[config.mk]
export PLATFORM = sky130hd
export DESIGN_NAME = rfs_top
export DESIGN_NICKNAME = d
export VERILOG_FILES = /design/src/core/rfs_top.v
export VERILOG_INCLUDE_DIRS = /design/src /design/src/core
export SDC_FILE = /design/constraint.sdc
export NUM_CORES = 1
export LEC_CHECK = 0
export CORE_MARGIN = 8
export CORE_UTILIZATION = 50
export CTS_CLUSTER_DIAMETER = 60
export DETAILED_ROUTE_END_ITERATION = 10
export DONT_BUFFER_PORTS = 1
export PLACE_DENSITY = 0.62
export SLEW_MARGIN = 20
export SYNTH_ARGS = -nofsm -noshare
export SYNTH_HDL_FRONTEND = slang
export SYNTH_SLANG_ARGS = --single-unit
[constraint.sdc]
create_clock -name CORE_CLK -period 7.4 [get_ports CORE_CLK]
set_clock_uncertainty 0.2 [all_clocks]
set_input_delay 0 -clock CORE_CLK [delete_from_list [all_inputs] [get_ports CORE_CLK]]
set_output_delay 0 -clock CORE_CLK [all_outputs]
set_load 0.01 [all_outputs]
[src/core/rfs_consts.vh]
// constants for the regulator fault status flag block
`ifndef RFS_CONSTS_VH
`define RFS_CONSTS_VH

// register indices; byte address is four times the index
`define RFS_IDX_TOP_SUMMARY      6'h19
`define RFS_IDX_CONV_INT_LATCH   6'h1b
`define RFS_IDX_LINREG_INT_LATCH 6'h1c
`define RFS_IDX_TOP_LIVE_STATUS  6'h1d
`define RFS_IDX_CONV_LIVE_STATUS 6'h1e

// latch register fields (same layout for converters and linear regulators)
`define RFS_BIT_ONE_PG    6
`define RFS_BIT_ONE_SC    5
`define RFS_BIT_ONE_ILIM  4
`define RFS_BIT_ZERO_PG   2
`define RFS_BIT_ZERO_SC   1
`define RFS_BIT_ZERO_ILIM 0
`define RFS_LATCH_MASK    8'h77
`define RFS_LATCH_RESET   8'h00

// top summary fields
`define RFS_BIT_LINREG_SUM 6
`define RFS_BIT_CONV_SUM   5

// top live status fields
`define RFS_BIT_POWER_GOOD_PIN_PIN  7
`define RFS_BIT_SYNC_BAD   4
`define RFS_BIT_TSD        3
`define RFS_BIT_TWARN      2
`define RFS_BIT_OVP        1

// converter live status fields
`define RFS_BIT_ONE_EN     7
`define RFS_BIT_ONE_INV    6
`define RFS_BIT_ONE_LIM    4
`define RFS_BIT_ZERO_EN    3
`define RFS_BIT_ZERO_INV   2
`define RFS_BIT_ZERO_LIM   0

// timing
`define RFS_CLK_HZ         50000000
`define RFS_SC_HOLD_US     1000
`define RFS_SC_HOLD_CYCLES ((`RFS_CLK_HZ / 1000000) * `RFS_SC_HOLD_US)

`endif

[src/core/rfs_top.v]
// regulator fault latches and live status registers behind an apb slave
//
// What this block does
// - converter one power-good event sets bit 6
// - converter zero power-good event sets bit 2
// - converter one low over 1 ms sets bit 5
// - converter zero low over 1 ms sets bit 1
// - converter one current limit sets bit 4
// - converter zero current limit sets bit 0
// - linreg one power-good event sets bit 6
// - linreg zero power-good event sets bit 2
// - linreg one low over 1 ms sets bit 5
// - linreg zero low over 1 ms sets bit 1
// - linreg one current limit sets bit 4
// - linreg zero current limit sets bit 0
// - top status bit 7 shows power-good pin
// - top status bit 4 high when sync clock invalid
// - top status bit 3 shows thermal shutdown
// - top status bit 2 shows thermal warning
// - top status bit 1 shows input overvoltage
// - converter summary set while any converter latch set
// - linreg summary set while any linreg latch set
// - converter status shows enable, invalid, current limit
//
// Decided for this implementation: the APB register port.
`include "rfs_consts.vh"
`timescale 1ns/10ps
`default_nettype none

module rfs_top #(
  parameter        SC_HOLD_CYCLES = `RFS_SC_HOLD_CYCLES,
  parameter        CNT_W          = 17
) (
  input  wire        CORE_CLK,
  input  wire        RST,
  input  wire        PSEL,
  input  wire        PENABLE,
  input  wire        PWRITE,
  input  wire [7:0]  PADDR,
  input  wire [31:0] PWDATA,
  output reg  [31:0] PRDATA,
  output reg         PREADY,
  output reg         PSLVERR,
  input  wire [1:0]  CONV_PG_EVENT,
  input  wire [1:0]  CONV_OUT_LOW,
  input  wire [1:0]  CONV_ILIM_ACTIVE,
  input  wire [1:0]  CONV_ENABLED,
  input  wire [1:0]  CONV_OUT_INVALID,
  input  wire [1:0]  LINREG_PG_EVENT,
  input  wire [1:0]  LINREG_OUT_LOW,
  input  wire [1:0]  LINREG_ILIM_ACTIVE,
  input  wire        POWER_GOOD_PIN,
  input  wire        SYNC_CLK_INVALID,
  input  wire        THERMAL_SHUTDOWN,
  input  wire        THERMAL_WARNING,
  input  wire        INPUT_OVERVOLTAGE
);

  localparam [CNT_W-1:0] SC_LIMIT = SC_HOLD_CYCLES[CNT_W-1:0];

  // every analog-side condition crosses in through its own two-flop stage
  wire [1:0] conv_pg;
  wire [1:0] conv_low;
  wire [1:0] conv_ilim;
  wire [1:0] conv_en;
  wire [1:0] conv_inv;
  wire [1:0] linreg_pg;
  wire [1:0] linreg_low;
  wire [1:0] linreg_ilim;
  wire       power_good_pin_pin;
  wire       sync_bad;
  wire       tsd;
  wire       twarn;
  wire       ovp;

  rfs_sync2 #(
    .W (2)
  ) u_sync_conv_pg (
    .clk (CORE_CLK),
    .rst (RST),
    .d   (CONV_PG_EVENT),
    .q   (conv_pg)
  );
  rfs_sync2 #(
    .W (2)
  ) u_sync_conv_low (
    .clk (CORE_CLK),
    .rst (RST),
    .d   (CONV_OUT_LOW),
    .q   (conv_low)
  );
  rfs_sync2 #(
    .W (2)
  ) u_sync_conv_ilim (
    .clk (CORE_CLK),
    .rst (RST),
    .d   (CONV_ILIM_ACTIVE),
    .q   (conv_ilim)
  );
  rfs_sync2 #(
    .W (2)
  ) u_sync_conv_en (
    .clk (CORE_CLK),
    .rst (RST),
    .d   (CONV_ENABLED),
    .q   (conv_en)
  );
  rfs_sync2 #(
    .W (2)
  ) u_sync_conv_inv (
    .clk (CORE_CLK),
    .rst (RST),
    .d   (CONV_OUT_INVALID),
    .q   (conv_inv)
  );
  rfs_sync2 #(
    .W (2)
  ) u_sync_linreg_pg (
    .clk (CORE_CLK),
    .rst (RST),
    .d   (LINREG_PG_EVENT),
    .q   (linreg_pg)
  );
  rfs_sync2 #(
    .W (2)
  ) u_sync_linreg_low (
    .clk (CORE_CLK),
    .rst (RST),
    .d   (LINREG_OUT_LOW),
    .q   (linreg_low)
  );
  rfs_sync2 #(
    .W (2)
  ) u_sync_linreg_ilim (
    .clk (CORE_CLK),
    .rst (RST),
    .d   (LINREG_ILIM_ACTIVE),
    .q   (linreg_ilim)
  );
  rfs_sync2 #(
    .W (1)
  ) u_sync_power_good_pin (
    .clk (CORE_CLK),
    .rst (RST),
    .d   (POWER_GOOD_PIN),
    .q   (power_good_pin_pin)
  );
  rfs_sync2 #(
    .W (1)
  ) u_sync_clk_bad (
    .clk (CORE_CLK),
    .rst (RST),
    .d   (SYNC_CLK_INVALID),
    .q   (sync_bad)
  );
  rfs_sync2 #(
    .W (1)
  ) u_sync_tsd (
    .clk (CORE_CLK),
    .rst (RST),
    .d   (THERMAL_SHUTDOWN),
    .q   (tsd)
  );
  rfs_sync2 #(
    .W (1)
  ) u_sync_twarn (
    .clk (CORE_CLK),
    .rst (RST),
    .d   (THERMAL_WARNING),
    .q   (twarn)
  );
  rfs_sync2 #(
    .W (1)
  ) u_sync_ovp (
    .clk (CORE_CLK),
    .rst (RST),
    .d   (INPUT_OVERVOLTAGE),
    .q   (ovp)
  );

  // short-circuit qualifiers: {linreg1, linreg0, conv1, conv0}
  wire [3:0] out_low = {linreg_low, conv_low};
  wire [3:0] sc_hit;

  genvar g;
  generate
    for (g = 0; g < 4; g = g + 1) begin : g_sc
      rfs_low_timer #(
        .CNT_W (CNT_W)
      ) u_low_timer (
        .clk   (CORE_CLK),
        .rst   (RST),
        .low   (out_low[g]),
        .limit (SC_LIMIT),
        .hit   (sc_hit[g])
      );
    end
  endgenerate

  // apb decode
  wire       acc      = PSEL & PENABLE;
  wire       take     = acc & PREADY;
  wire [5:0] idx      = PADDR[7:2];
  wire       aligned  = (PADDR[1:0] == 2'b00);
  wire       hit_sum  = aligned & (idx == `RFS_IDX_TOP_SUMMARY);
  wire       hit_conv = aligned & (idx == `RFS_IDX_CONV_INT_LATCH);
  wire       hit_lin  = aligned & (idx == `RFS_IDX_LINREG_INT_LATCH);
  wire       hit_top  = aligned & (idx == `RFS_IDX_TOP_LIVE_STATUS);
  wire       hit_cst  = aligned & (idx == `RFS_IDX_CONV_LIVE_STATUS);
  wire       mapped   = hit_sum | hit_conv | hit_lin | hit_top | hit_cst;

  reg  [7:0] conv_latch;
  reg  [7:0] linreg_latch;
  reg  [7:0] conv_set;
  reg  [7:0] linreg_set;
  reg  [7:0] conv_clr;
  reg  [7:0] linreg_clr;
  reg  [7:0] next_conv_latch;
  reg  [7:0] next_linreg_latch;

  always @* begin
    conv_set = 8'h00;
    conv_set[`RFS_BIT_ONE_PG]    = conv_pg[1];
    conv_set[`RFS_BIT_ZERO_PG]   = conv_pg[0];
    conv_set[`RFS_BIT_ONE_SC]    = sc_hit[1];
    conv_set[`RFS_BIT_ZERO_SC]   = sc_hit[0];
    conv_set[`RFS_BIT_ONE_ILIM]  = conv_ilim[1];
    conv_set[`RFS_BIT_ZERO_ILIM] = conv_ilim[0];
    linreg_set = 8'h00;
    linreg_set[`RFS_BIT_ONE_PG]    = linreg_pg[1];
    linreg_set[`RFS_BIT_ZERO_PG]   = linreg_pg[0];
    linreg_set[`RFS_BIT_ONE_SC]    = sc_hit[3];
    linreg_set[`RFS_BIT_ZERO_SC]   = sc_hit[2];
    linreg_set[`RFS_BIT_ONE_ILIM]  = linreg_ilim[1];
    linreg_set[`RFS_BIT_ZERO_ILIM] = linreg_ilim[0];
    // write-one-to-clear, only on the completing apb edge
    conv_clr   = (take & PWRITE & hit_conv) ? PWDATA[7:0] : 8'h00;
    linreg_clr = (take & PWRITE & hit_lin)  ? PWDATA[7:0] : 8'h00;
    // set wins over a coincident clear; zeros written leave the bit alone
    next_conv_latch   = ((conv_latch & ~conv_clr) | conv_set)
                        & `RFS_LATCH_MASK;
    next_linreg_latch = ((linreg_latch & ~linreg_clr) | linreg_set)
                        & `RFS_LATCH_MASK;
  end

  always @(posedge CORE_CLK or posedge RST) begin
    if (RST) begin
      conv_latch   <= `RFS_LATCH_RESET;
      linreg_latch <= `RFS_LATCH_RESET;
    end else begin
      conv_latch   <= next_conv_latch;
      linreg_latch <= next_linreg_latch;
    end
  end

  // read views
  reg [7:0] sum_view;
  reg [7:0] top_view;
  reg [7:0] cst_view;
  reg [7:0] rd_view;

  always @* begin
    sum_view = 8'h00;
    sum_view[`RFS_BIT_CONV_SUM]   = |conv_latch;
    sum_view[`RFS_BIT_LINREG_SUM] = |linreg_latch;
    top_view = 8'h00;
    top_view[`RFS_BIT_POWER_GOOD_PIN_PIN] = power_good_pin_pin;
    top_view[`RFS_BIT_SYNC_BAD]  = sync_bad;
    top_view[`RFS_BIT_TSD]       = tsd;
    top_view[`RFS_BIT_TWARN]     = twarn;
    top_view[`RFS_BIT_OVP]       = ovp;
    cst_view = 8'h00;
    cst_view[`RFS_BIT_ONE_EN]   = conv_en[1];
    cst_view[`RFS_BIT_ONE_INV]  = conv_inv[1];
    cst_view[`RFS_BIT_ONE_LIM]  = conv_ilim[1];
    cst_view[`RFS_BIT_ZERO_EN]  = conv_en[0];
    cst_view[`RFS_BIT_ZERO_INV] = conv_inv[0];
    cst_view[`RFS_BIT_ZERO_LIM] = conv_ilim[0];
    rd_view = 8'h00;
    if (hit_sum) begin
      rd_view = sum_view;
    end else if (hit_conv) begin
      rd_view = conv_latch;
    end else if (hit_lin) begin
      rd_view = linreg_latch;
    end else if (hit_top) begin
      rd_view = top_view;
    end else if (hit_cst) begin
      rd_view = cst_view;
    end
  end

  // one wait state: pready rises after the first access cycle, data sampled with it
  always @(posedge CORE_CLK or posedge RST) begin
    if (RST) begin
      PREADY  <= 1'b0;
      PRDATA  <= 32'h0000_0000;
      PSLVERR <= 1'b0;
    end else if (acc & !PREADY) begin
      PREADY  <= 1'b1;
      PRDATA  <= PWRITE ? 32'h0000_0000 : {24'h00_0000, rd_view};
      PSLVERR <= ~mapped;
    end else begin
      PREADY  <= 1'b0;
      PRDATA  <= 32'h0000_0000;
      PSLVERR <= 1'b0;
    end
  end

endmodule // rfs_top

// two-flop synchroniser for levels arriving from outside the clock domain
module rfs_sync2 #(
  parameter W = 1
) (
  input  wire         clk,
  input  wire         rst,
  input  wire [W-1:0] d,
  output wire [W-1:0] q
);

  reg [W-1:0] stage_a;
  reg [W-1:0] stage_b;

  // only the second stage feeds logic, so a metastable first stage never spreads
  always @(posedge clk or posedge rst) begin
    if (rst) begin
      stage_a <= {W{1'b0}};
      stage_b <= {W{1'b0}};
    end else begin
      stage_a <= d;
      stage_b <= stage_a;
    end
  end

  assign q = stage_b;

endmodule // rfs_sync2

// counts consecutive low cycles of one regulator output
module rfs_low_timer #(
  parameter CNT_W = 17
) (
  input  wire             clk,
  input  wire             rst,
  input  wire             low,
  input  wire [CNT_W-1:0] limit,
  output reg              hit
);

  reg [CNT_W-1:0] low_cnt;

  // counter stops at the limit, so only a low strictly longer than it fires
  always @(posedge clk or posedge rst) begin
    if (rst) begin
      low_cnt <= {CNT_W{1'b0}};
      hit     <= 1'b0;
    end else if (!low) begin
      low_cnt <= {CNT_W{1'b0}};
      hit     <= 1'b0;
    end else if (low_cnt < limit) begin
      low_cnt <= low_cnt + {{(CNT_W-1){1'b0}}, 1'b1};
      hit     <= 1'b0;
    end else begin
      hit     <= 1'b1;
    end
  end

endmodule // rfs_low_timer

`default_nettype wire

# Yosys cells after proc, flatten, opt, wreduce, memory -nomap -nowiden

Cells that the tools add are included.

Flip-flop bits (word level): 160
Output and inout bits: 34

Add/sub/neg operators: 4
Order comparisons: 4
Eq/ne operators: 9
Muxes and demuxes: 27
Bitwise operators: 22
Reductions and logical operators: 4

Operator list:

| operator                | number |
|---|---|
| $mux W17                | 8 |
| $add A17 B1 Y17 const B | 4 |
| $lt A17 B16 Y1 const B  | 4 |
| $mux W8                 | 7 |
| $eq A6 B5 Y1 const B    | 5 |
| $and A7 B7 Y7           | 2 |
| $mux W7                 | 2 |
| $not A7 Y7              | 2 |
| $or A7 B7 Y7            | 2 |
| $reduce_or A6 Y1        | 2 |
| $and A1 B1 Y1           | 11 |
| $mux W1                 | 10 |
| $ne A2 B1 Y1 const B    | 4 |
| $or A1 B1 Y1            | 4 |
| $logic_not A2 Y1        | 1 |
| $logic_not A1 Y1        | 1 |
| $not A1 Y1              | 1 |

# Logic depth before layout (Yosys ltp)

Gate-level depths: netlist of run 1.

Depth after elaboration: 9
Mapped depth: 7
Mapped depth without buffers: 6

# Modules after synthesis

From an unflattened synthesis of run 1, not the netlist that was laid out.

Cell total of the unflattened synthesis: 853
Area, all modules: 8003.9 um^2

Modules (own cells, without submodules):

| module                          | times used | cells each | area an instance (um^2) | sequential area each (um^2) |
|---|---|---|---|---|
| rfs_low_timer                   | 4          | 164        | 1395.1                  | 450.4 |
| rfs_top                         | 1          | 142        | 1323.8                  | 550.5 |
| rfs_sync2 at u_sync_conv_en ... | 8          | 5          | 103.8                   | 100.1 |
| rfs_sync2 at u_sync_clk_bad ... | 5          | 3          | 53.8                    | 50.0 |

# Worst setup path before layout of run 1

Ideal clock, no wire load.

Path type: reg-to-reg
Start: register g_sc[1].u_low_timer.low_cnt[12]
End: register g_sc[1].u_low_timer.low_cnt[2]
Arrival: 1873 ps
Setup slack: 5208 ps
Stages on the path, launching flop included: 6
Path buffers: 0
Period minus slack after synthesis: 2192 ps
Path through: dfrtp_1 -> or4_4 -> a2111o_1 -> and3_1 -> xor2_1 -> and2_1

Longest elaborated chain between the ends: 2

Ends and longest elaborated chain:

| item                          | line          | RTL |
|---|---|---|
| from (decl)                   | rfs_top.v:351 | `reg [CNT_W-1:0] low_cnt;` |
| from (signal assigned)        | rfs_top.v:356 | `low_cnt <= {CNT_W{1'b0}};` |
| from (signal assigned)        | rfs_top.v:359 | `low_cnt <= {CNT_W{1'b0}};` |
| from (signal assigned)        | rfs_top.v:362 | `low_cnt <= low_cnt + {{(CNT_W-1){1'b0}}, 1'b1};` |
| $lt A17 B16 Y1                | rfs_top.v:361 | `end else if (low_cnt < limit) begin` |
| $ne A2 B1 Y1 (no source line) | -             |  |

Every way passes these cells.
A chain may end at the register's enable or synchronous reset.

# Worst setup path after layout of run 1

Start: input PADDR[7]
End: register conv_latch[0]

Longest elaborated chain between the ends: 7

Ends and longest elaborated chain:

| item                          | line          | RTL |
|---|---|---|
| from (decl)                   | rfs_top.v:39  | `input wire [7:0] PADDR,` |
| $eq A6 B5 Y1 (no source line) | -             |  |
| $and A1 B1 Y1                 | rfs_top.v:206 | `` wire hit_conv = aligned & (idx == `RFS_IDX_CONV_INT_LATCH); `` |
| $and A1 B1 Y1                 | rfs_top.v:237 | `conv_clr = (take & PWRITE & hit_conv) ? PWDATA[7:0] : 8'h00;` |
| $mux W7                       | rfs_top.v:237 |  |
| $not A7 Y7                    | rfs_top.v:240 | `next_conv_latch = ((conv_latch & ~conv_clr) \| conv_set)` |
| $and A7 B7 Y7                 | rfs_top.v:240 |  |
| $or A7 B7 Y7                  | rfs_top.v:240 |  |
| net next_conv_latch[0]        | rfs_top.v:218 | `reg [7:0] next_conv_latch;` |
| to (signal assigned)          | rfs_top.v:248 | `` conv_latch <= `RFS_LATCH_RESET; `` |
| to (signal assigned)          | rfs_top.v:251 | `conv_latch <= next_conv_latch;` |
| to (decl)                     | rfs_top.v:212 | `reg [7:0] conv_latch;` |

The timed path passes the listed nets, and every way through them passes these cells.

==> results.yml, run 1 <==
power_and_ir_drop:
  clockPowerShare_pct: 49.3
  p_sw_share_pct: 23.0
  combPwrFrac_pct: 4.6
  power.density_nw_per_um2: 227
  power.total_mw: 1.69
  ir_drop_uv: 149
  power_frac_seq_pct: 46.0
  power.leakage_nw: 3.37
  p_switching_mw: 0.388
  cellInternalPower_mw: 1.30
logic_synthesis:
  synth_edf_count: 0
  synthCells: 569
  yosysWarningCount: 0
  synth_top_family_by_area: "simple AND/OR/NAND/NOR gates"
  ys_ff_latch: 136
  synth-compound-area-share_pct: 9.76
  netlist-cell-type-count: 54
  synthMuxAreaShare_pct: 2.78
  synth_xor_area_share_pct: 5.87
  post_synth.cell_area_avg_sq_um: 10.7
  yosysSeqAreaShare_pct: 55.7
  yosys.area_share.simple_pct: 20.0
  synth_fa_ha_area_share_pct: 0.819
  synth_ff_type: "dfrtp_1"
  synthArstFlopShare_pct: 100
  syn_area_sq_um: 6110
placed_design:
  gp_congestion: 0.830
  hpwl_mm: 7.38
  pre_cts_ws_ps: 4930
  portBuffers: 0
  place_area_sq_um: 6120
final_layout:
  final_util_pct: 62.3
  num_antenna_cells: 0
  drive_gt1_share_pct: 6.30
  areaGrowthSynthToFinish_pct: 21.9
  mostFrequentLayoutCells: "dfrtp_1 (136), dlygate4sd3_1 (71), nand2_1 (56)"
  final_nets: 708
  finalInstanceArea_sq_um: 7450
  final_common_cell: "dfrtp_1"
die:
  dieWidth_um: 127
  rows: 40
  start_util_pct: 51.1
  die_h_um: 127
  core_area_sq_um: 12000
  dieArea_sq_um: 16000
  ios: 100
setup_path:
  critical_path.max_stage_delay_ps: 660
  arrival_ps: 3080
  criticalPathCategory: "primary input to flip-flop"
  cpMaxStageDelayCell: "dlygate4sd3_1"
  path_max_fanout: 8
  rr_worst_depth: 7
  crit_family: "buffers and inverters"
  end_kind: "flip-flop"
  start_kind: "primary input"
  cp.depth: 8
  required_ps: 7500
  worstPathBufferInverterCount: 3
  crit_path_cell_trace: "dlygate4sd3_1, nor4b_1, dlygate4sd3_1, and4b_1, and3_1, dlygate4sd3_1, nand2_1, a21o_1"
  cpMostUsedCell: "dlygate4sd3_1"
grt:
  grt_first_pass_wirelength_mm: 20.5
  antenna_found_initial: 0
  grtUsageMet1_pct: 20.9
  grtUsageMet2_pct: 23.9
  grt_overflow: 0
  grt_max_degree: 72
  top_usage_layer: "met2"
  gr-usage-met3_pct: 5.57
  track_usage_pct: 15.9
  grt_pass1_vias: 4244
sta:
  final_max_slew_viol_count: 0
  period_share_pct: 40.3
  rsz0062_at_grt: "false"
  fmax_mhz: 335
  finalHoldViolations: 0
  final.min_clock_period_ps: 2980
  tightestPinTransition_ps: 873
  max_slew_margin_pct: 41.8
  worst_slack_ps: 4420
  finalSetupViolations: 0
  setup_tns_ps: 0
cts:
  cts_tree: "built"
  cts_buffer_depth: 2
  htreeDepth: 4
  clock_latency_ps: 420
  clkSlewWorstSetupHoldPaths_ps: 60
  cts_num_sinks: 136
  cts_made_buffers: 17
  root_buffer: "clkbuf_16"
  cts_resized: 0
  cts_hold_buf: 72
  post_cts.repair.setup_buffers: 0
routing:
  initialDrtViolationCount: 292
  route.detailed.drc: 0
  ant_nets: 0
  post_drt_wl_per_cell_um: 15.0
  wl_mm: 12.0
  vias: 4264
  dr.pass1.iters: 5
  vias_per_cell: 5.34
worst_hold_path:
  min_delay_path_depth: 5
  hold_path_class: "primary input to flip-flop"
flow_run:
  cap_violations: 0
outcome:
  outcome: "completed"
## kinds of logic (layout without fill, tap and decap cells)
| family | after synthesis | after routing |
|---|---|---|
| muxes | 17 | 17 |
| xor gates and xnor gates | 41 | 41 |
| buffers and inverters | 55 | 114 |
| DFF | 136 | 136 |
| other | 1 | 24 |
| adders and majority gates | 4 | 4 |
| and+or+nand+nor | 230 | 230 |
| AOI/OAI and AO/OA | 85 | 85 |
## per-stage QoR
step | std cells | hold slack [ps]
floorplan | 592 | -169
global placement | 694 | -233
detailed placement | 694 | -226
CTS | 798 | 30.4
global route | 798 | 59.6
finish | 798 | 55.8
## path summary, 6_finish.rpt
check | startpoint | endpoint | slack, ps
max | PADDR[7] | conv_latch[0] | 4420
max reg2reg | PREADY | linreg_latch[6] | 4710
min | PADDR[1] | linreg_latch[2] | 60
min reg2reg | u_sync_conv_low.stage_a[1] | u_sync_conv_low.q[1] | 150
max in group asynchronous | RST | g_sc[2].u_low_timer.low_cnt[12] | 5670
min in group asynchronous | RST | u_sync_conv_pg.stage_a[1] | 500
## tightest hold or removal path: cells and delay by family
kind            cells  cell delay [ps]
simple gates        4              530
compound gates      1              110
## metal layers
metal	share of wire [%]	vias up
met5	0	-
met3	6.1	11
li1	-	2076
met2	46	114
met1	47	2063
met4	1.0	0
## power groups by stage
stage                     Sequential, mW  Clock [mW]  Combinational, mW
after floorplan                    0.784           0             0.0531
after global placement             0.790           0             0.0466
after detailed placement           0.790           0             0.0475
after CTS                          0.777       0.854             0.0787
after global routing               0.780       0.893             0.0884
final                              0.777       0.834             0.0784
## synth_stat cells (2+ instances only)
library cell,count,area [sq um]
o211ai_1,5,37.5
nor2_1,29,109
dfrtp_1,136,3400
xor2_1,22,193
or4_1,4,30.0
and4_1,4,35.0
a32oi_1,3,26.3
a22oi_1,2,15.0
nand2_1,56,210
and2_1,42,263
nand3_1,31,155
o21ai_0,9,45.0
a21o_1,14,105
xnor2_1,19,166
nor3_1,6,30.0
nor4b_1,2,17.5
inv_1,9,33.8
a211oi_1,13,97.6
nor2b_1,6,37.5
nand2b_1,12,75.1
mux2i_1,17,170
a2111oi_0,4,35.0
a31oi_1,2,12.5
ha_1,4,50.1
buf_4,24,180
a21oi_1,17,85.1
nand4b_1,3,26.3
o21a_1,3,22.5
nor4_1,9,56.3
a21boi_0,2,15.0
nand4_1,10,62.6
and3_1,7,43.8
o31ai_1,4,30.0
clkbuf_1,19,71.3
## sequential cells by signal, summed over array words and instances (netlist names), 2 cells and up
| register | flops |
|---|---|
| u_sync_conv_ilim.q | 2 |
| conv_latch | 6 |
| u_sync_linreg_pg.stage_a | 2 |
| u_sync_linreg_low.q | 2 |
| u_sync_conv_ilim.stage_a | 2 |
| g_sc.u_low_timer.hit | 4 |
| g_sc.u_low_timer.low_cnt | 68 |
| u_sync_conv_pg.q | 2 |
| u_sync_conv_en.q | 2 |
| u_sync_linreg_pg.q | 2 |
| u_sync_conv_low.stage_a | 2 |
| linreg_latch | 6 |
| u_sync_conv_low.q | 2 |
| u_sync_conv_inv.q | 2 |
| u_sync_linreg_ilim.q | 2 |
| PRDATA | 8 |
| u_sync_conv_pg.stage_a | 2 |
| u_sync_conv_en.stage_a | 2 |
| u_sync_conv_inv.stage_a | 2 |
| u_sync_linreg_ilim.stage_a | 2 |
| u_sync_linreg_low.stage_a | 2 |
## layout make-up
cell class	count	area (sq um)
multi-input combinational	401	2490
clock buffer	17	425
fill	909	4510
sequential	136	3400
tap	147	184
timing repair buffer	73	746
clock inverter	15	164
inverter	9	38.8
Power figures use the tool's default switching activity.
==> run 2, diff against run 1 <==
==> constraint.sdc (replaced) <==
create_clock -name CORE_CLK -period 2.82 [get_ports CORE_CLK]
set_clock_uncertainty 0.2 [all_clocks]
set_input_delay 0 -clock CORE_CLK [delete_from_list [all_inputs] [get_ports CORE_CLK]]
set_output_delay 0 -clock CORE_CLK [all_outputs]
set_load 0.01 [all_outputs]
==> run 2 against run 1 <==
Clock-buffer cell count rose by 2. Core utilization grew 0.28 points. First-iteration DRC count up 13%. Sequential share of layout area shrank 0.21 points. Register-to-register slack worse by 4600 ps. Clock power grew to 2.7 times the previous value. Cell area up 0.45%. Die area unchanged. Routed wire length up 0.16%. Setup slack got worse by 4300 ps.
==> results.yml, run 2 (synthesis gave the netlist of run 1 again) <==
setup_path:
  arrival_ps: 2810
  criticalPathCategory: "flip-flop to flip-flop"
  start_kind: "flip-flop"
  required_ps: 2970
  path_max_fanout: 4
  end_kind: "flip-flop"
routing:
  post_drt_wl_per_cell_um: 15.0
  dr.pass1.iters: 4
  route.detailed.drc: 0
  vias: 4284
  wl_mm: 12.0
  initialDrtViolationCount: 330
  ant_nets: 0
  vias_per_cell: 5.36
power_and_ir_drop:
  power.total_mw: 4.49
  power.leakage_nw: 3.38
  power.density_nw_per_um2: 600
  ir_drop_uv: 464
final_layout:
  mostFrequentLayoutCells: "dfrtp_1 (136), dlygate4sd3_1 (70), nand2_1 (56)"
  top_regs: "g_sc.u_low_timer.low_cnt: 68 flops, PRDATA: 8 flops"
  areaGrowthSynthToFinish_pct: 22.5
  drive_gt1_share_pct: 6.29
  final_nets: 709
  largest_register: "g_sc.u_low_timer.low_cnt"
  num_antenna_cells: 0
  nFillCells: 974
  largest_reg_flops: 68
  final_common_cell: "dfrtp_1"
sta:
  setup_tns_ps: 0
  period_share_pct: 94.4
  final.min_clock_period_ps: 2660
  rsz0062_at_grt: "false"
  fmax_mhz: 376
  finalSetupViolations: 0
  worst_slack_ps: 159
  finalHoldViolations: 0
  final_max_slew_viol_count: 0
  max_slew_margin_pct: 40.2
  tightestPinTransition_ps: 895
placed_design:
  hpwl_mm: 7.87
  gp_congestion: 0.808
  portBuffers: 0
  pre_cts_ws_ps: 467
cts:
  root_buffer: "clkbuf_16"
  cts_num_sinks: 136
  cts_made_buffers: 17
  cts_tree: "built"
  clkSlewWorstSetupHoldPaths_ps: 60
  cts_buffer_depth: 2
  htreeDepth: 4
  clock_latency_ps: 410
grt:
  track_usage_pct: 15.8
  grt_overflow: 0
  grt_first_pass_wirelength_mm: 20.6
  grt_max_degree: 41
  antenna_found_initial: 0
  grt_pass1_vias: 4298
die:
  dieArea_sq_um: 16000
  dieWidth_um: 127
  die_h_um: 127
  core_area_sq_um: 12000
  ios: 100
  rows: 40
  start_util_pct: 51.1
flow_run:
  cap_violations: 0
outcome:
  outcome: "completed"
worst_hold_path:
  hold_path_class: "primary input to asynchronous set/reset pin"
[run 2: cell count changes in the layout (fill, tap and decap cells not counted)]
cell | previous run | this run
bufinv_16 | 2 | 3
buf_16 | 1 | 0
o21ai_0 | 8 | 9
buf_12 | 0 | 3
o21ai_1 | 2 | 1
inv_6 | 7 | 4
dlygate4sd3_1 | 71 | 70
clkinv_4 | 2 | 3
inv_8 | 1 | 0
clkbuf_1 | 0 | 2
clkinv_2 | 3 | 2
clkinvlp_4 | 1 | 2
[run 2: critical path: stages (launching register included)]
cell and delay, ps:
dfrtp_1 440, or3_1 450, nor2_1 210, nand2_1 70
dlygate4sd3_1 580, nor2_1 100, dlygate4sd3_1 540
[run 2: final timing paths]
check,from,endpoint,slack [ps],depth (start not counted)
hold reg to reg,u_sync_conv_inv.stage_a[0],u_sync_conv_inv.q[0],140,0
hold / removal,RST,g_sc[0].u_low_timer.low_cnt[15],60,2
min in group CORE_CLK,u_sync_conv_inv.stage_a[0],u_sync_conv_inv.q[0],140,0
max in group asynchronous,RST,g_sc[0].u_low_timer.low_cnt[2],1720,3
setup / recovery,PREADY,PRDATA[7],160,6
setup reg to reg,PREADY,PRDATA[7],160,6
[run 2: metal layers]
layer	track usage, %	up-vias	wire length [um]
met2	25.4	102	5760
met1	19.8	2104	5480
met3	5.03	10	643
met4	5.31	0	106
met5	0	-	0
li1	-	2068	-
[run 2: layout make-up]
class / count / area (sq um) / area share [%]
clock inverter: 13 / 169 / 2.26
clock buffer: 19 / 433 / 5.78
inverter: 9 / 37.5 / 0.501
timing repair buffer: 74 / 768 / 10.3
tap: 147 / 184 / 2.46
sequential: 136 / 3400 / 45.5
multi-input combinational: 401 / 2490 / 33.3
[run 2: what timing repair did]
item                                   in CTS  in global routing
hold buffers                               70                  0
setup buffers                               0                  0
gates resized for setup                     0                  0
endpoints found under the hold margin     179                  0
[run 2: per-stage QoR]
stage	util [%]	hold slack (ps)	instances	instance area (sq um)
global route	62.6	126	799	7490
CTS	62.6	73.7	799	7490
floorplan	-	-169	592	6200
detailed placement	51.7	-169	697	6180
finish	62.6	56.0	799	7490
global placement	51.7	-168	697	6180
[run 2: power breakdown]
part	internal, mW	total (mW)	leakage [nW]	switching, mW
combinational	0.102	0.213	1.34	0.111
clock	1.40	2.24	0.293	0.834
sequential	2.00	2.04	1.75	0.0406
